<file path="config.mk">
export PLATFORM = sky130hd
export DESIGN_NAME = acqcr_regs
export DESIGN_NICKNAME = d
export VERILOG_FILES = /design/src/acqcr_pkg.sv /design/src/acqcr_regs.sv /design/src/acqcr_rate_map.sv /design/src/acqcr_delay_line.sv
export SDC_FILE = /design/constraint.sdc
export NUM_CORES = 1
export LEC_CHECK = 0
export ABC_AREA = 1
export BUFFER_PORTS_ARGS = -buffer_cell sky130_fd_sc_hd__buf_2
export CORE_MARGIN = 5
export CORE_UTILIZATION = 45
export CTS_CLUSTER_SIZE = 16
export DETAILED_ROUTE_END_ITERATION = 10
export PLACE_DENSITY = 0.72
export SYNTH_ARGS = -nofsm -noshare
export SYNTH_HDL_FRONTEND = slang
export SYNTH_HIERARCHICAL = 1
export SYNTH_SLANG_ARGS = --single-unit
</file>
<file path="constraint.sdc">
create_clock -name CLK_I -period 1.2 [get_ports CLK_I]
set_clock_uncertainty 0.2 [all_clocks]
set_input_delay 0.06 -clock CLK_I [delete_from_list [all_inputs] [get_ports CLK_I]]
set_output_delay 0.06 -clock CLK_I [all_outputs]
set_load 0.05 [all_outputs]
</file>
<file path="src/acqcr_pkg.sv">
// Purpose: Shared constants and types for the acquisition chain control registers
// Assumes: 16-bit internal register bus, offsets relative to two window bases
// Notes:   Every number used by the design files is named here once
package acqcr_pkg;
	// Address windows and register offsets
	localparam logic [15:0] BASE_BLOCKING    = 16'h0200;
	localparam logic [15:0] BASE_NONBLOCKING = 16'h0300;
	localparam logic [15:0] WINDOW_SPAN      = 16'h0100;
	localparam logic [7:0]  OFS_CTRL_WORD    = 8'h5E;
	localparam logic [7:0]  OFS_RATE_SEL     = 8'h60;

	// Control word field positions (low byte); mask sits eight above
	localparam int unsigned MASK_SHIFT       = 8;
	localparam int unsigned POS_INPUT_SHORT  = 7;
	localparam int unsigned POS_EXT_CAP      = 6;
	localparam int unsigned POS_TEMP_GAIN    = 5;
	localparam int unsigned POS_VOLT_GAIN    = 4;
	localparam int unsigned POS_CURR_GAIN    = 3;
	localparam int unsigned POS_TEMP_DELAY   = 2;
	localparam int unsigned POS_VOLT_DELAY   = 1;
	localparam int unsigned POS_CURR_DELAY   = 0;

	// Reset values
	localparam logic [7:0]  CTRL_RESET       = 8'h38;
	localparam logic [2:0]  RATE_RESET       = 3'h4;

	// Rate select codes
	localparam logic [2:0]  RATE_CODE_64     = 3'h1;
	localparam logic [2:0]  RATE_CODE_128    = 3'h2;
	localparam logic [2:0]  RATE_CODE_256    = 3'h3;
	localparam logic [2:0]  RATE_CODE_1024   = 3'h5;

	// Decimation ratios and first stage
	localparam logic [10:0] RATIO_64         = 11'h040;
	localparam logic [10:0] RATIO_128        = 11'h080;
	localparam logic [10:0] RATIO_256        = 11'h100;
	localparam logic [10:0] RATIO_512        = 11'h200;
	localparam logic [10:0] RATIO_1024       = 11'h400;
	localparam logic [10:0] FIRST_STAGE      = 11'h008;

	// Input delay time and clock
	localparam int unsigned DELAY_NS         = 100;
	localparam int unsigned CLK_PERIOD_NS    = 20;
	localparam int unsigned DELAY_CYCLES     = DELAY_NS / CLK_PERIOD_NS;

	// Register bus request
	typedef struct packed {
		logic        sel;
		logic        wr;
		logic [15:0] addr;
		logic [15:0] wdata;
	} acqcr_req_t;

	// Analog controls
	typedef struct packed {
		logic input_short;
		logic ext_cap_comp;
		logic temp_adc_gain_sel;
		logic volt_adc_gain_sel;
		logic curr_adc_gain_sel;
	} acqcr_analog_t;

	// Decimation setup
	typedef struct packed {
		logic [10:0] total_ratio;
		logic [10:0] second_ratio;
	} acqcr_dec_t;
endpackage

</file>
<file path="src/acqcr_regs.sv">
// Purpose: Control word and decimation rate registers of the acquisition chain
// Assumes: 16-bit internal bus, one-cycle registered read data, one clock
// Notes:   Byte accesses to the control word are not supported
//          Every access is answered one cycle after its strobe, mapped or not
//          Unmapped offsets ignore writes and read as zero
//          Control and ratio outputs lag the stored registers by one cycle
//          Converter strobes pass two sync flops, then an optional delay line
//          Gain adjustment codes are test only; software keeps them at one
//          Mask bits act on the write alone and are never stored
//
// What this block does
// [RQ1] Control bits change only when their mask bit, eight higher, is set.
// [RQ2] Mask bit positions of the control word read as zero.
// [RQ3] Control word is accessed as full 16 bits only; no byte accesses.
// [RQ4] Offsets decode relative to 0x0200 blocking and 0x300 non-blocking.
// [RQ5] Input-short bit set shorts current and voltage converter inputs.
// [RQ6] Bit 6 enables supply pin frequency compensation, allowing a capacitor.
// [RQ7] Bits 5,4,3 choose temp, volt, current gain; one is standard default.
// [RQ8] Software keeps gain select bits at one; adjustment is test only.
// [RQ9] Bits 2,1,0 add about 100 ns input delay per channel.
// [RQ10] Control word at 0x5E; reset sets only gain select bits.
// [RQ11] Codes 001,010,011,101 select ratios 64,128,256,1024.
// [RQ12] Codes 000,100,110,111 select ratio 512 at 1 kHz.
// [RQ13] Two sinc3 stages; first fixed at 8, ratio covers both.
// [RQ14] Rate register at 0x60, resets to code 100.
// [RQ15] Rate register bits 7 to 3 read zero and ignore writes.
`timescale 1ns/1ns
module acqcr_regs (
	input  wire logic        CLK_I,               // System clock, 50 MHz
	input  wire logic        RESET_N_I,           // Sync reset, active low
	input  wire logic        BUS_SEL_I,           // Access strobe, one cycle
	input  wire logic        BUS_WR_I,            // 1 write, 0 read
	input  wire logic [15:0] BUS_ADDR_I,          // Global byte address
	input  wire logic [15:0] BUS_WDATA_I,         // Write data
	input  wire logic        TEMP_SAMPLE_I,       // Temperature converter strobe
	input  wire logic        VOLT_SAMPLE_I,       // Voltage converter strobe
	input  wire logic        CURR_SAMPLE_I,       // Current converter strobe
	output logic [15:0]      BUS_RDATA_O,         // Read data, registered
	output logic             BUS_ACK_O,           // Access done pulse
	output logic             INPUT_SHORT_O,       // Short converter inputs
	output logic             EXT_CAP_COMP_O,      // Supply pin compensation on
	output logic             TEMP_ADC_GAIN_SEL_O, // 1 standard gain
	output logic             VOLT_ADC_GAIN_SEL_O, // 1 standard gain
	output logic             CURR_ADC_GAIN_SEL_O, // 1 standard gain
	output logic             TEMP_SAMPLE_O,       // Temperature strobe after delay
	output logic             VOLT_SAMPLE_O,       // Voltage strobe after delay
	output logic             CURR_SAMPLE_O,       // Current strobe after delay
	output logic [10:0]      DEC_TOTAL_O,         // Combined decimation ratio
	output logic [10:0]      DEC_SECOND_O         // Second stage ratio
);
	acqcr_pkg::acqcr_req_t    req;
	acqcr_pkg::acqcr_analog_t analog;
	acqcr_pkg::acqcr_dec_t    dec;
	logic [7:0]               ctrl_ff;
	logic [7:0]               nxt_ctrl;
	logic [2:0]               rate_ff;
	logic [2:0]               nxt_rate;
	logic [15:0]              rdata_ff;
	logic [15:0]              nxt_rdata;
	logic                     ack_ff;
	logic                     nxt_ack;
	logic [7:0]               offset;
	logic                     in_window;
	logic                     hit_ctrl;
	logic                     hit_rate;
	logic [2:0]               smp_s1_ff;
	logic [2:0]               smp_s2_ff;
	logic [2:0]               smp_dly;
	acqcr_pkg::acqcr_analog_t analog_ff;
	acqcr_pkg::acqcr_dec_t    dec_ff;
	logic [2:0]               smp_out_ff;
	logic [2:0]               nxt_smp_s1;
	logic [2:0]               nxt_smp_s2;
	logic [2:0]               nxt_smp_out;
	acqcr_pkg::acqcr_analog_t nxt_analog;
	acqcr_pkg::acqcr_dec_t    nxt_dec;
	logic                     wr_ctrl;
	logic                     wr_rate;
	logic                     rd_ctrl;
	logic                     rd_rate;

	// Window test: offset valid within either base
	function automatic logic in_base(input logic [15:0] addr, input logic [15:0] base);
		in_base = (addr >= base) && (addr < base + acqcr_pkg::WINDOW_SPAN);
	endfunction

	// Offset match of a live access inside a window
	function automatic logic hit_offset(input logic sel, input logic win,
		input logic [7:0] ofs, input logic [7:0] target);
		hit_offset = sel && win && (ofs == target);
	endfunction

	// Bus request bundle
	assign req.sel   = BUS_SEL_I;
	assign req.wr    = BUS_WR_I;
	assign req.addr  = BUS_ADDR_I;
	assign req.wdata = BUS_WDATA_I;

	// Address decode against both windows
	always_comb begin
		in_window = in_base(req.addr, acqcr_pkg::BASE_BLOCKING)      // [RQ4]
			|| in_base(req.addr, acqcr_pkg::BASE_NONBLOCKING);        // [RQ4]
		offset    = req.addr[7:0];
		// Only the low address byte is the offset; the window test covers the rest
		hit_ctrl  = hit_offset(req.sel, in_window, offset, acqcr_pkg::OFS_CTRL_WORD); // [RQ10]
		hit_rate  = hit_offset(req.sel, in_window, offset, acqcr_pkg::OFS_RATE_SEL);  // [RQ14]
		// Split each hit by direction; reads never touch stored state
		wr_ctrl   = hit_ctrl && req.wr;
		wr_rate   = hit_rate && req.wr;
		rd_ctrl   = hit_ctrl && !req.wr;
		rd_rate   = hit_rate && !req.wr;
	end

	// Control word next value: full word write, mask in the high byte gates each low bit
	always_comb begin
		nxt_ctrl = ctrl_ff;
		if (wr_ctrl) begin
			// Unmasked bits keep their old value; byte writes are not decoded
			nxt_ctrl = (ctrl_ff & ~req.wdata[15:8])            // [RQ1] [RQ3]
				| (req.wdata[7:0] & req.wdata[15:8]);           // [RQ1]
		end
	end

	// Control word register; reset leaves only the gain selects set
	always_ff @(posedge CLK_I) begin
		if (!RESET_N_I) begin
			ctrl_ff <= acqcr_pkg::CTRL_RESET; // [RQ10]
		end else begin
			ctrl_ff <= nxt_ctrl;
		end
	end

	// Rate field next value; only the three field bits are stored
	always_comb begin
		nxt_rate = rate_ff;
		if (wr_rate) begin
			nxt_rate = req.wdata[2:0]; // [RQ15]
		end
	end

	// Rate field register; reset selects the 512 code
	always_ff @(posedge CLK_I) begin
		if (!RESET_N_I) begin
			rate_ff <= acqcr_pkg::RATE_RESET; // [RQ14]
		end else begin
			rate_ff <= nxt_rate;
		end
	end

	// Read data: mask bits and unused rate bits read zero, idle bus reads zero
	always_comb begin
		nxt_rdata = 16'h0000;
		if (rd_ctrl) begin
			nxt_rdata = {8'h00, ctrl_ff}; // [RQ2]
		end
		if (rd_rate) begin
			nxt_rdata = {13'h0, rate_ff}; // [RQ15]
		end
	end

	// Read data register; stands for the one answer cycle only
	always_ff @(posedge CLK_I) begin
		if (!RESET_N_I) begin
			rdata_ff <= 16'h0000;
		end else begin
			rdata_ff <= nxt_rdata;
		end
	end

	// Every access is answered, mapped or not, so software never stalls
	always_comb begin
		nxt_ack = req.sel;
	end

	// Answer register, loaded on the taking edge, high for the one cycle after it
	always_ff @(posedge CLK_I) begin
		if (!RESET_N_I) begin
			ack_ff <= 1'h0;
		end else begin
			ack_ff <= nxt_ack;
		end
	end

	// Analog control fields out of the control word
	always_comb begin
		analog.input_short       = ctrl_ff[acqcr_pkg::POS_INPUT_SHORT]; // [RQ5]
		analog.ext_cap_comp      = ctrl_ff[acqcr_pkg::POS_EXT_CAP];     // [RQ6]
		analog.temp_adc_gain_sel = ctrl_ff[acqcr_pkg::POS_TEMP_GAIN];   // [RQ7]
		analog.volt_adc_gain_sel = ctrl_ff[acqcr_pkg::POS_VOLT_GAIN];   // [RQ7]
		analog.curr_adc_gain_sel = ctrl_ff[acqcr_pkg::POS_CURR_GAIN];   // [RQ7]
	end

	// Decimation ratio decode
	acqcr_rate_map i_acqcr_rate_map (
		.rate_select_field_i (rate_ff),
		.dec_o               (dec)
	);

	// Converter strobes come from the analog side: two-stage sync
	always_comb begin
		// Asynchronous pins; the first stage may go metastable
		nxt_smp_s1 = {TEMP_SAMPLE_I, VOLT_SAMPLE_I, CURR_SAMPLE_I};
		nxt_smp_s2 = smp_s1_ff;
	end

	// Synchroniser flops; only the second stage feeds any logic
	always_ff @(posedge CLK_I) begin
		if (!RESET_N_I) begin
			smp_s1_ff <= 3'h0;
			smp_s2_ff <= 3'h0;
		end else begin
			smp_s1_ff <= nxt_smp_s1;
			smp_s2_ff <= nxt_smp_s2;
		end
	end

	// Per-channel optional input delay
	acqcr_delay_line i_acqcr_delay_line_temp (
		.clk_i     (CLK_I),
		.reset_n_i (RESET_N_I),
		.enable_i  (ctrl_ff[acqcr_pkg::POS_TEMP_DELAY]), // [RQ9]
		.sample_i  (smp_s2_ff[2]),
		.sample_o  (smp_dly[2])
	);

	// Voltage channel
	acqcr_delay_line i_acqcr_delay_line_volt (
		.clk_i     (CLK_I),
		.reset_n_i (RESET_N_I),
		.enable_i  (ctrl_ff[acqcr_pkg::POS_VOLT_DELAY]), // [RQ9]
		.sample_i  (smp_s2_ff[1]),
		.sample_o  (smp_dly[1])
	);

	// Current channel
	acqcr_delay_line i_acqcr_delay_line_curr (
		.clk_i     (CLK_I),
		.reset_n_i (RESET_N_I),
		.enable_i  (ctrl_ff[acqcr_pkg::POS_CURR_DELAY]), // [RQ9]
		.sample_i  (smp_s2_ff[0]),
		.sample_o  (smp_dly[0])
	);

	// Analog control next value, straight from the stored word
	always_comb begin
		nxt_analog = analog;
	end

	// Analog control output flops; the pins see no decode glitches
	always_ff @(posedge CLK_I) begin
		if (!RESET_N_I) begin
			analog_ff <= '0;
		end else begin
			analog_ff <= nxt_analog;
		end
	end

	// Ratio next value from the rate decode
	always_comb begin
		nxt_dec = dec;
	end

	// Ratio output flops; ratios follow the rate field one cycle later
	always_ff @(posedge CLK_I) begin
		if (!RESET_N_I) begin
			dec_ff <= '0;
		end else begin
			dec_ff <= nxt_dec;
		end
	end

	// Strobe next value after the optional delay
	always_comb begin
		nxt_smp_out = smp_dly;
	end

	// Strobe output flops
	always_ff @(posedge CLK_I) begin
		if (!RESET_N_I) begin
			smp_out_ff <= 3'h0;
		end else begin
			smp_out_ff <= nxt_smp_out;
		end
	end

	// Port drive
	assign BUS_RDATA_O         = rdata_ff;
	assign BUS_ACK_O           = ack_ff;

	// Analog control pins
	assign INPUT_SHORT_O       = analog_ff.input_short;
	assign EXT_CAP_COMP_O      = analog_ff.ext_cap_comp;
	assign TEMP_ADC_GAIN_SEL_O = analog_ff.temp_adc_gain_sel;
	assign VOLT_ADC_GAIN_SEL_O = analog_ff.volt_adc_gain_sel;
	assign CURR_ADC_GAIN_SEL_O = analog_ff.curr_adc_gain_sel;

	// Converter strobe pins
	assign TEMP_SAMPLE_O       = smp_out_ff[2];
	assign VOLT_SAMPLE_O       = smp_out_ff[1];
	assign CURR_SAMPLE_O       = smp_out_ff[0];

	// Decimation ratio pins
	assign DEC_TOTAL_O         = dec_ff.total_ratio;
	assign DEC_SECOND_O        = dec_ff.second_ratio;
endmodule

</file>
<file path="src/acqcr_rate_map.sv">
// Purpose: Maps the rate select field to decimation ratios of two sinc3 stages
// Assumes: First stage fixed at eight
// Notes:   Pure combinational decode
`timescale 1ns/1ns
module acqcr_rate_map (
	input  wire logic [2:0]          rate_select_field_i, // Field code
	output acqcr_pkg::acqcr_dec_t    dec_o                // Ratios
);
	// Decode code to combined ratio; unlisted codes give 512
	always_comb begin
		dec_o = '0;
		case (rate_select_field_i)
			acqcr_pkg::RATE_CODE_64:   dec_o.total_ratio = acqcr_pkg::RATIO_64;   // [RQ11]
			acqcr_pkg::RATE_CODE_128:  dec_o.total_ratio = acqcr_pkg::RATIO_128;  // [RQ11]
			acqcr_pkg::RATE_CODE_256:  dec_o.total_ratio = acqcr_pkg::RATIO_256;  // [RQ11]
			acqcr_pkg::RATE_CODE_1024: dec_o.total_ratio = acqcr_pkg::RATIO_1024; // [RQ11]
			default:                   dec_o.total_ratio = acqcr_pkg::RATIO_512;  // [RQ12]
		endcase
		// Second stage takes the rest after the fixed first stage
		dec_o.second_ratio = dec_o.total_ratio / acqcr_pkg::FIRST_STAGE; // [RQ13]
	end
endmodule

</file>
<file path="src/acqcr_delay_line.sv">
// Purpose: Delays a channel clock by a fixed count of system clocks when enabled
// Assumes: Delay time rounds down to whole cycles, at least two
// Notes:   Output registered; bypass when disabled
`timescale 1ns/1ns
module acqcr_delay_line (
	input  wire logic clk_i,      // System clock
	input  wire logic reset_n_i,  // Sync reset, active low
	input  wire logic enable_i,   // Add delay
	input  wire logic sample_i,   // Synchronised channel strobe
	output logic      sample_o    // Possibly delayed strobe
);
	logic [acqcr_pkg::DELAY_CYCLES-1:0] pipe_ff;
	logic [acqcr_pkg::DELAY_CYCLES-1:0] nxt_pipe;
	logic                               out_ff;
	logic                               nxt_out;

	// Shift line and select output
	always_comb begin
		nxt_pipe = {pipe_ff[acqcr_pkg::DELAY_CYCLES-2:0], sample_i};
		nxt_out  = enable_i ? pipe_ff[acqcr_pkg::DELAY_CYCLES-1] : sample_i; // [RQ9]
	end

	// Register stage
	always_ff @(posedge clk_i) begin
		if (!reset_n_i) begin
			pipe_ff <= '0;
			out_ff  <= 1'b0;
		end else begin
			pipe_ff <= nxt_pipe;
			out_ff  <= nxt_out;
		end
	end

	assign sample_o = out_ff;
endmodule

</file>
; Word level (Yosys, flattened, before mapping)
; Index checks and enable logic that the tools add are counted.
[totals]
mem_bits_ro = 0
out_inout_bits = 47
ram_bits = 0
reg_bits = 82
latch_bits = 0
memories = 0
elab_cells = 58
[classes]
div = 0
reduce_logical = 13
n_eq_ne = 6
order_cmp = 4
n_mux = 6
bitwise = 6
shifts = 0
multipliers = 0
n_addsub = 0
[ops]
columns = cell, count
row1 = 11-bit case mux with 4 select lines, 1
row2 = 16-bit by 10-bit >= comparator with 1-bit output (second input constant), 2
row3 = 8-bit AND, 2
row4 = 8-bit by 7-bit equality test with 1-bit output (second input constant), 2
row5 = 16-bit by 10-bit less-than comparator with 1-bit output (second input constant), 1
row6 = 16-bit by 11-bit less-than comparator with 1-bit output (second input constant), 1
row7 = 1-bit logical AND, 9
row8 = 8-bit inverter, 1
row9 = 8-bit OR, 1
row10 = 3-bit by 2-bit equality test with 1-bit output (second input constant), 2
row11 = 3-bit 2-to-1 mux, 2
row12 = 3-bit by 1-bit equality test with 1-bit output (second input constant), 1
row13 = 3-bit equality test (second input constant), 1
row14 = 1-bit 2-to-1 mux, 3
row15 = 3-bit OR reduction, 1
row16 = 1-bit inverter, 2
row17 = 2-bit OR reduction, 1
row18 = 1-bit logical NOT, 1
row19 = 1-bit logical OR, 1

; Logic depth before layout (Yosys ltp)
; Gate-level depths: netlist (run 1).
[logic_depth]
ltp_word = 8
ltp_mapped = 10

; Hierarchy
; Netlist (run 1), hierarchy kept.
[modules_own_cells]
columns = module, n_inst, cells_per_inst, seq_area_each_um2, area_per_inst_um2
row1 = acqcr_regs, 1, 266, 1121.1, 2038.2
row2 = acqcr_delay_line, 3, 21, 120.1, 176.4
row3 = acqcr_rate_map, 1, 29, 0.0, 173.9

; Least setup slack after synthesis (run 1)
; Ideal clock, no wire load.
[synth_timing]
path_kind = input to register
start = input port BUS_ADDR_I[13]
end = register rdata_ff[6] (netlist: BUS_RDATA_O[6])
cell_stages = 7
required_time_ns = 0.938
arrival_time_ns = 0.806
setup_slack_ns = 0.132
path_buffers = 0
cell_sequence = nor2_1 nand2_1 nor2_4 nand2_2 nor2_4 inv_2 nor2_2
[synth_via]
elab_chain_len = 8
word_cells_on_any_way = 14
[synth_rtl]
columns = item, line_no
row1 = "start, declared", acqcr_regs.sv:33  ; input wire logic [15:0] BUS_ADDR_I,
row2 = "16-bit by 10-bit >= comparator with 1-bit output, or another cell as far along", acqcr_regs.sv:84  ; in_base = (addr >= base) && (addr < base + acqcr_pkg::WINDOW_SPAN);
row3 = 1-bit logical AND, acqcr_regs.sv:84
row4 = 1-bit logical OR *, acqcr_regs.sv:102  ; || in_base(req.addr, acqcr_pkg::BASE_NONBLOCKING);
row5 = 1-bit logical AND *, acqcr_regs.sv:90  ; hit_offset = sel && win && (ofs == target);
row6 = 1-bit logical AND, acqcr_regs.sv:90
row7 = 1-bit logical AND, acqcr_regs.sv:110  ; rd_ctrl = hit_ctrl && !req.wr;
row8 = 1-bit inverter (no line), --
row9 = 3-bit OR reduction (no line) *, --
row10 = "end signal, assigned", acqcr_regs.sv:166  ; rdata_ff <= nxt_rdata;
row11 = "end, declared", acqcr_regs.sv:58  ; logic [15:0] rdata_ff;
; Every way passes the cells marked *; elsewhere a longest branch is shown, timed or not.
; A chain may end at the register's enable or synchronous reset.

; Worst setup path in the final report (run 1)
[layout_timing]
start = register dec_ff (netlist bit DEC_SECOND_O[7])
end = output port DEC_SECOND_O[7]
[layout_lines]
columns = item, line_no
row1 = "start, declared", acqcr_regs.sv:70  ; acqcr_pkg::acqcr_dec_t dec_ff;
row2 = "start signal, assigned", acqcr_regs.sv:268  ; dec_ff <= nxt_dec;
row3 = "end, declared", acqcr_regs.sv:49  ; output logic [10:0] DEC_SECOND_O
; No word-level cell between the ends.

==> results.md, run 1 <==
* RSZ-0062 raised after global routing: false
* DIE AREA at 7750 sq um
* Metal2 WL at roughly 2400 um
* Initial DRT Pass Iterations at 4
* Core ar. at a little under 6000 sq um
* Clock buffer depth at 2
* WL met3 at 445 um
* Failing checks: hold timing
* Critical path peak fanout at 1
* Post-route ant nets at 0
* Number of synthesized flops with an enable pin at 0
* HPWL after DPL at between 3000 and 4000 um
* Synth cell count leaders: 97 x nand2_1, 78 x inv_1, 74 x dfxtp_1, 34 x nor2_1, 25 x buf_4
* Met1 Wirelength at 1950 um
* Worst setup EP type: primary output
* VDD IR max at approximately 0.00088 V
* Highest Signal Layer: met4
* Nature of the critical path startpoint: flop
* HP Class: in -> reg
* WS Path Type: reg -> out
* Post-synth top area cell: dfxtp_1
* I/O pins at 86
* Routed WL per cell at a little over 9 um
* Tmin final at between 1 and 1.5 ns
* Top FF cell, synth: dfxtp_1
* NumNets Final at ~500
* Combinational share of power at 10.1%
* TritonCTS clock tree: yes
* Tcrit/Tclk final at between 90% and 100%
* Most frequent cell after synthesis: nand2_1
* Chip Width at 88.1 um
* # fillers at 516
* Starting density of the core at between 40% and 50%
* Worst hold slack at -0.0575 ns
* PwrDens at 1340 nW/um^2
* Number of synthesized register bits at between 70 and 80
* Gp weighted congestion at roughly 0.81
* Initial antenna violation count at 0
* Crit path max-delay family: flip-flops
* Worst Path Buf+Inv at 1
* Seq pwr share at around 52%
* Final core area utilization at between 60% and 70%
* P_leak at around 2.1 nW
* Worst EP required at 0.94 ns
* FFs w/ async S/R, synth at 0%
* P&R area growth vs syn at 31.8%
* First-pass GRT wire length at roughly 8400 um
* Synth top area cells: dfxtp_1 54%, nand2_1 13%, inv_1 11%, buf_4 6.8%, nor2_1 4.7%
* Clk slew on worst S/H paths at 0.07 ns
* Clock share of power at a little under two fifths
* Data arrival, critical path at roughly 0.9 ns
* Final Cell Area at ~3600 sq um
* Die Ht at about 88 um
* Share of layout cells above drive strength 1 at 24.2%
* Distinct cells, synth at 17
* CP Cell Sequence: buf_2
* DRC viols at 0
* Total Routing Usage GR at between 10% and 20%
* Vias in the first global route at 2009
* Clock root cell: clkbuf_8
* Syn avg cell area at roughly 7.7 sq um
* Max Slew Vio Count at 0
* Vias/cell at roughly 4.1
* Worst-skew pair later-pin latency at 0.34 ns
* CTS H-tree depth at 3
* Post-Syn Area at around 2700 sq um
* Synth Warn # at 6
* IO buf count at 76
* Int Pwr at about 0.0036 W
* Seq/Total Area, Yosys at 54.0%
* Status: finished with violations
* Sw power at approximately 0.0012 W
* Area share of the largest cell type after synthesis at 54.0%
* Max incr delay on CP at 0.31 ns
* Diode count at 0
* Final Hold Fails at 10
* Worst path slowest cell: dfxtp_1
* Highest clock rate at between 0.8 and 0.9 GHz
* Vias at around 2200
* Max-Cap Viols at 0
* Cell Area, Placed at slightly above 3000 sq um
* Switching Share at between 20% and 30%
* DR iter-0 viols at 78
* Number of CTS-inserted buffers at 9
* # rows at 28
* Grt ovf at 0
* Final setup violation count at 0
* Final wirelength at 4960 um
* Mapped Cells at around 360
* # clock sinks at 74
* Largest net degree at the start of global routing at 46
-- worst reg2reg max path: stages, from the launching register on --
cell and delay (ns):
dfxtp_1 0.43, inv_1 0.08, nand2_1 0.06, nor2_1 0.05, nand2_1 0.07, inv_1 0.03
-- power groups by stage --
stage | logic, W | registers, W | clock network [W]
after floorplan | 0.000204 | 0.00270 | 0
after global placement | 0.000407 | 0.00257 | 0
after detailed placement | 0.000413 | 0.00258 | 0
after CTS | 0.000467 | 0.00252 | 0.00189
after global routing | 0.000528 | 0.00252 | 0.00202
final | 0.000487 | 0.00252 | 0.00183
-- per-stage QoR --
stage / setup slack [ns] / total power [W] / setup TNS (ns) / instances
final: 0.0444 / 0.00483 / 0 / 537
after global routing: 0.000531 / 0.00507 / 0 / 537
after CTS: 0.000906 / 0.00488 / 0 / 536
after detailed placement: -0.101 / 0.00299 / -0.777 / 499
after global placement: -0.0839 / 0.00298 / -0.618 / 499
after floorplan: 0.132 / 0.00290 / 0 / 376
-- path summary, 6_finish.rpt --
kind,from,end,slack (ns),cells after the start
worst min-delay path,BUS_WR_I,BUS_RDATA_O[1],-0.06,4
worst max-delay path,DEC_SECOND_O[7],DEC_SECOND_O[7],0.04,1
worst min register to register,i_acqcr_delay_line_curr/pipe_ff[0],i_acqcr_delay_line_curr/pipe_ff[1],0.21,2
worst max register to register,rate_ff[2],DEC_TOTAL_O[7],0.18,5
-- cell families after synthesis --
group	count (synthesis)	synth area share, %
DFF	74	54.0
and+or+nand+nor	169	26.7
buffers and inverters	112	18.8
other	2	0.274
AOI/OAI and AO/OA	1	0.182
-- layout by cell type (no fill, tap or decap) --
| cell type | instances |
|---|---|
| nor3_2 | 1 |
| buf_2 | 40 |
| nand3_1 | 16 |
| clkbuf_4 | 30 |
| clkbuf_8 | 9 |
| nand3_2 | 1 |
| clkbuf_1 | 1 |
| conb_1 | 20 |
| nor2_4 | 3 |
| clkinv_2 | 2 |
| dfxtp_1 | 74 |
| nand2_2 | 2 |
| o21ai_0 | 1 |
| nor2_1 | 34 |
| inv_6 | 1 |
| buf_4 | 9 |
| clkinvlp_4 | 1 |
| nand2_1 | 97 |
| bufinv_16 | 1 |
| nand4_1 | 7 |
| inv_2 | 2 |
| buf_12 | 1 |
| clkinv_4 | 1 |
| inv_1 | 78 |
| dlygate4sd3_1 | 22 |
| nor2_2 | 8 |
-- routing by layer --
metal / track usage [%] / vias up
met3: 6.49 / 14
met5: 0 / -
li1: - / 1179
met4: 7.69 / 0
met2: 23.6 / 69
met1: 15.2 / 926
-- what timing repair did --
item / CTS / global route
endpoints found under the setup margin: 5 / 31
gates resized for setup: 5 / 32
hold buffers: 21 / 1
pin swaps: 0 / 0
setup buffers: 0 / 0
endpoints found under the hold margin: 40 / 4
-- layout make-up --
cell class              instances  area [sq um]  area share [%]
repair buffers                102           733            20.3
well taps                      75          93.8            2.60
clock inverters                 6          65.1            1.80
clock buffers                  10           128            3.53
multi-input cells             190           812            22.5
flip-flops and latches         74          1480            41.0
inverters                      80           300            8.31
No activity file was read; power rests on OpenSTA's default activity.
==> inputs of run 2 (changes only) <==
==> constraint.sdc (replaced) <==
create_clock -name CLK_I -period 1.3 [get_ports CLK_I]
set_clock_uncertainty 0.2 [all_clocks]
set_input_delay 0.065 -clock CLK_I [delete_from_list [all_inputs] [get_ports CLK_I]]
set_output_delay 0.065 -clock CLK_I [all_outputs]
set_load 0.05 [all_outputs]
==> results.md, run 2 (synthesis gave the netlist of run 1 again) <==
* Routed WL per cell at 9.88 um (+6.9%)
* Post-Layout Cell Count at 552 (+2.8%)
* Clock root cell: clkbuf_8
* Worst hold slack at -0.0527 ns (+0.00486 ns)
* RSZ-0062 raised after global routing: false
* Postcts setup bufs at 0 (unchanged)
* Max-Cap Viols at 0 (unchanged)
* Share of layout cells above drive strength 1 at 23.5% (-0.76 points)
* # rows at 28 (unchanged)
* Worst EP required at 1.35 ns (+0.41 ns)
* WS Path Type: reg -> reg
* TritonCTS clock tree: yes
* HPWL after DPL at 3530 um (-2.1%)
* Initial DRT Pass Iterations at 4 (unchanged)
* DR iter-0 viols at 117 (+50%)
* Crit path max-delay family: buffers and inverters
* Gp weighted congestion at 0.812 (-0.29%)
* Worst-skew pair later-pin latency at 0.34 ns (about the same)
* Sw power at 0.00119 W (about the same)
* P_leak at 2.16 nW (+1.7%)
* Failing checks: hold timing
* GRT met2 Usage at 27.7% (+4.1 points)
* FF+latch area at 1480 sq um (+0.17%)
* NumNets Final at 511 (+3.0%)
* Worst Path Buf+Inv at 2 (+1)
* Combinational share of power at 9.4% (-0.7 points)
* Final Hold Fails at 14 (+4)
* Chip Width at 88.1 um (unchanged)
* Starting density of the core at 46.3% (unchanged)
* Vias/cell at 4.11 (+0.93%)
* Worst setup EP type: flop
* Most frequent cells in the layout: 97 x nand2_1, 78 x inv_1, 75 x buf_2, 72 x dfxtp_1, 40 x dlygate4sd3_1
* PwrDens at 1280 nW/um^2 (-4.4%)
* DRC viols at 0 (unchanged)
* Clock share of power at 41.7% (+3.9 points)
* Vias at 2270 (+3.7%)
* # clock sinks at 74 (unchanged)
* Nature of the critical path startpoint: flop
* # fillers at 522 (+1.2%)
* Grt met1 use at 15.3% (+0.054 points)
* First-pass GRT wire length at 9020 um (+7.1%)
* Int Pwr at 0.00356 W (-2.2%)
* Number of CTS-inserted buffers at 9 (unchanged)
* Clk slew on worst S/H paths at 0.08 ns (about the same)
* I/O pins at 86 (unchanged)
* Highest clock rate at 0.796 GHz
* Diode count at 0 (unchanged)
* Data arrival, critical path at 1.31 ns (+0.41 ns)
* HP Class: in -> reg
* Max Slew Vio Count at 0 (unchanged)
* Cell count after placement at 496 (-0.60%)
* Final setup violation count at 0 (unchanged)
* CTS H-tree depth at 3 (unchanged)
* Die Ht at 88.1 um (unchanged)
* Initial antenna violation count at 0 (unchanged)
* Largest net degree at the start of global routing at 73 (+59%)
* Worst path slowest cell: dlygate4sd3_1
* Vias in the first global route at 2242 (+12%)
* Tcrit/Tclk final at 96.6%
* Met3 GRT Util at 4.89% (-1.6 points)
* Worst Setup Slack, final at 0.0443 ns (-0.000183 ns)
* Switching Share at 25.1% (+0.40 points)
* CP Cell Sequence: nand2_1, dlygate4sd3_1, inv_1
* Multi-input gate area at 812 sq um (unchanged)
* P&R area growth vs syn at 35.6%
* Post-route ant nets at 0 (unchanged)
* Total Routing Usage GR at 15.2% (+0.90 points)
* Grt ovf at 0 (unchanged)
* DIE AREA at 7750 sq um (unchanged)
* Tmin final at about 1.3 ns
* IO buf count at 76 (unchanged)
* Layer with the highest usage: met2
* Final wirelength at 5450 um (+9.9%)
* Clock buffer depth at 2 (unchanged)
* Max incr delay on CP at 0.55 ns (+0.24 ns)
* Core ar. at 5920 sq um (unchanged)
* Status: finished with violations
* Seq pwr share at 48.9% (-3.2 points)
* VDD IR max at 0.000834 V (-4.8%)
* Place WS at -0.0229 ns (+0.0781 ns)
* Critical path peak fanout at 1 (unchanged)
* Most common cell after layout, fill and taps aside: nand2_1
[run 2: cell types whose count changed in the layout (fill, tap and decap cells not counted), moves of 2 or more]
cell	delta
buf_2	+35
clkbuf_4	-30
dlygate4sd3_1	+18
buf_4	-8
clkinv_2	-2
dfxtp_1	-2
dfxtp_2	+2
[run 2: area by class of cell]
type,count,area share [%]
inverters,80,8.08
well taps,75,2.52
flip-flops and latches,74,39.9
repair buffers,117,21.6
clock inverters,7,2.73
clock buffers,9,3.33
multi-input cells,190,21.8
[run 2: what timing repair did]
action	CTS	global route
endpoints found under the hold margin	47	3
setup endpoints to repair	0	11
hold buffers	44	2
gates resized for setup	0	4
[run 2: worst min-delay path, stage by stage]
cell and delay [ns]:
buf_2 0.09, nor2_1 0.03, nand2_1 0.07, nor2_2 0.06, nand4_1 0.06, nand3_1 0.06
[run 2: path summary, 6_finish.rpt]
check                                     start                                 end  slack [ns]  depth (start not counted)
max          i_acqcr_delay_line_curr/pipe_ff[3]  i_acqcr_delay_line_curr/pipe_ff[4]        0.04                          3
min reg2reg  i_acqcr_delay_line_volt/pipe_ff[2]  i_acqcr_delay_line_volt/pipe_ff[3]        0.24                          2
max reg2reg  i_acqcr_delay_line_curr/pipe_ff[3]  i_acqcr_delay_line_curr/pipe_ff[4]        0.04                          3
min                               BUS_ADDR_I[2]                          rate_ff[2]       -0.05                          6
[run 2: through the flow]
stage | total power [W] | cell area (sq um) | setup TNS, ns | utilization (%)
finish | 0.00475 | 3720 | 0 | 62.8
global route | 0.00496 | 3720 | 0 | 62.8
CTS | 0.00479 | 3750 | 0 | 63.4
detailed placement | 0.00275 | 3090 | -0.0539 | 52.2
global placement | 0.00275 | 3090 | 0 | 52.2
floorplan | 0.00268 | 2810 | 0 | -
[run 2: power groups by stage]
stage	clock network (W)	logic (W)	registers, W
2_1_floorplan	0	0.000188	0.00249
3_3_place_gp	0	0.000370	0.00238
3_5_place_dp	0	0.000374	0.00238
4_1_cts	0.00202	0.000445	0.00233
5_1_grt	0.00214	0.000486	0.00233
6_report	0.00198	0.000446	0.00232
[run 2: per-layer routing]
metal  vias to the layer above  routed length (um)  part of all wire (%)
met5                         -                   0                     0
met4                         0                 153                   2.8
met3                        15                 404                   7.4
met2                        63                2790                    51
met1                       979                2110                    39
li1                       1213                   -                     -
==> inputs of run 3 (changes only) <==
--- a/config.mk
+++ b/config.mk
@@ -11,7 +11,8 @@
 export CORE_UTILIZATION = 45
 export CTS_CLUSTER_SIZE = 16
 export DETAILED_ROUTE_END_ITERATION = 10
-export PLACE_DENSITY = 0.72
+export MAX_ROUTING_LAYER = met4
+export PLACE_DENSITY = 0.71
 export SYNTH_ARGS = -nofsm -noshare
 export SYNTH_HDL_FRONTEND = slang
 export SYNTH_HIERARCHICAL = 1
==> results.md, run 3 (synthesis gave the netlist of run 1 again) <==
* Status: finished with violations
* Failing checks: hold timing
* First-pass GRT wire length at 9670 um (+7.2%)
* Worst-skew pair later-pin latency at 0.34 ns (about the same)
* FF+latch area at 1480 sq um (-0.17%)
* I/O pins at 86 (unchanged)
* Vias in the first global route at 2353 (+5.0%)
* Core ar. at 5920 sq um (unchanged)
* Diode count at 0 (unchanged)
* Post-route ant nets at 0 (unchanged)
* DIE AREA at 7750 sq um (unchanged)
* Most common cell after layout, fill and taps aside: nand2_1
* HPWL after DPL at 3600 um (+2.0%)
* GRT met2 Usage at 29.0% (+1.3 points)
* Tcrit/Tclk final at 96.4% (-0.23 points)
* Share of layout cells above drive strength 1 at 23.2% (-0.26 points)
* CTS H-tree depth at 3 (unchanged)
* # fillers at 508 (-2.7%)
* Final Hold Fails at 10 (-4)
* Worst setup EP type: flop
* Worst Setup Slack, final at 0.0473 ns (+0.00302 ns)
* Highest clock rate at 0.798 GHz (+0.24%)
* Vias at 2335 (+2.9%)
* Final setup violation count at 0 (unchanged)
* # rows at 28 (unchanged)
* Routed WL per cell at 10.4 um (+4.9%)
* Nature of the critical path startpoint: flop
* NumNets Final at 512 (+0.20%)
* Place WS at -0.0102 ns (+0.0126 ns)
* Clock root cell: clkbuf_8
* WS Path Type: reg -> reg
* Chip Width at 88.1 um (unchanged)
* TritonCTS clock tree: yes
* DR iter-0 viols at 107 (-8.5%)
* Vias/cell at 4.22 (+2.7%)
* Final wirelength at 5730 um (+5.1%)
* Clk slew on worst S/H paths at 0.07 ns (about the same)
* Number of CTS-inserted buffers at 9 (unchanged)
* Max Slew Vio Count at 0 (unchanged)
* Hold Buf Count CTS at 43 (-2.3%)
* Layer with the highest usage: met2
* DRC viols at 0 (unchanged)
* Initial antenna violation count at 0 (unchanged)
* Total Routing Usage GR at 16.7% (+1.5 points)
* Max-Cap Viols at 0 (unchanged)
* VDD IR max at 0.000681 V (-18%)
* Die Ht at 88.1 um (unchanged)
* Tmin final at 1.25 ns (-0.00302 ns)
* RSZ-0062 raised after global routing: false
* Setup tns final at 0 ns (unchanged)
* HP Class: in -> reg
* IO buf count at 76 (unchanged)
* P_leak at 2.21 nW (+2.2%)
* Initial DRT Pass Iterations at 4 (unchanged)
* P&R area growth vs syn at 37.1%
* Cell Area, Placed at 3110 sq um (+0.65%)
* Grt ovf at 0 (unchanged)
* Multi-input gate area at 817 sq um (+0.62%)
* PwrDens at 1290 nW/um^2 (+0.61%)
* # clock sinks at 74 (unchanged)
* Most frequent cells in the layout: 97 x nand2_1, 78 x inv_1, 75 x buf_2, 74 x dfxtp_1, 38 x dlygate4sd3_1
* Starting density of the core at 46.3% (unchanged)
* Met3 GRT Util at 5.27% (+0.38 points)
* Final Cell Area at 3760 sq um (+1.1%)
* Postcts setup bufs at 0 (unchanged)
* Worst EP required at 1.34 ns (about the same)
* Data arrival, critical path at 1.29 ns (-0.02 ns)
* Worst hold slack at -0.187 ns (-0.135 ns)
* Clock buffer depth at 2 (unchanged)
* Largest net degree at the start of global routing at 29 (-60%)
* Critical path peak fanout at 1 (unchanged)
* Grt met1 use at 16.1% (+0.87 points)
* Gp weighted congestion at 0.800 (-1.5%)
[run 3: changes by cell type in the layout (fill, tap and decap cells not counted), sizes merged]
cell	previous run	this run
dlymetal6s4s	0	2
inv	82	80
clkinvlp	2	1
clkbuf	9	13
dlygate4sd3	40	38
[run 3: path summary, 6_finish.rpt]
check                                       end                                from  slack [ns]  depth (start not counted)
max          i_acqcr_delay_line_temp/pipe_ff[3]  i_acqcr_delay_line_temp/pipe_ff[2]        0.05                          3
min                               nxt_smp_s2[1]                           RESET_N_I       -0.19                          3
max reg2reg  i_acqcr_delay_line_temp/pipe_ff[3]  i_acqcr_delay_line_temp/pipe_ff[2]        0.05                          3
min reg2reg  i_acqcr_delay_line_curr/pipe_ff[4]  i_acqcr_delay_line_curr/pipe_ff[3]        0.22                          2
[run 3: through the flow]
step	total power (W)	std cells	util [%]
2_1_floorplan	0.00268	376	-
3_3_place_gp	0.00275	497	52.5
3_5_place_dp	0.00276	497	52.5
4_1_cts	0.00488	556	63.8
5_1_grt	0.00504	553	63.5
6_report	0.00483	553	63.5
[run 3: layout make-up]
cell class                 count  area share, %
clock buffer                  12           4.39
multi-input combinational    190           21.7
sequential                    74           39.4
clock inverter                 4           1.93
tap                           75           2.50
timing repair buffer         118           22.0
inverter                      80           7.99
[run 3: worst max-delay path: stages (launching register included)]
cell	delay, ns
dfxtp_1	0.31
nand2_1	0.06
dlygate4sd3_1	0.54
inv_1	0.04
[run 3: per-layer routing]
metal / vias to the layer above / share of wire [%]
met5: - / 0
met4: 0 / 3.5
met3: 21 / 7.9
met2: 76 / 51
met1: 1026 / 38
li1: 1212 / -
[run 3: power breakdown]
part / internal [W] / switching [W] / total, W
Clock: 0.00123 / 0.000813 / 0.00205
Combinational: 0.000160 / 0.000301 / 0.000461
Sequential: 0.00231 / 0.0000109 / 0.00232
Total: 0.00371 / 0.00112 / 0.00483
[run 3: timing repair]
action	4_1_cts	5_1_grt
gates resized for setup	0	4
endpoints found under the setup margin	0	21
hold endpoints to repair	45	9
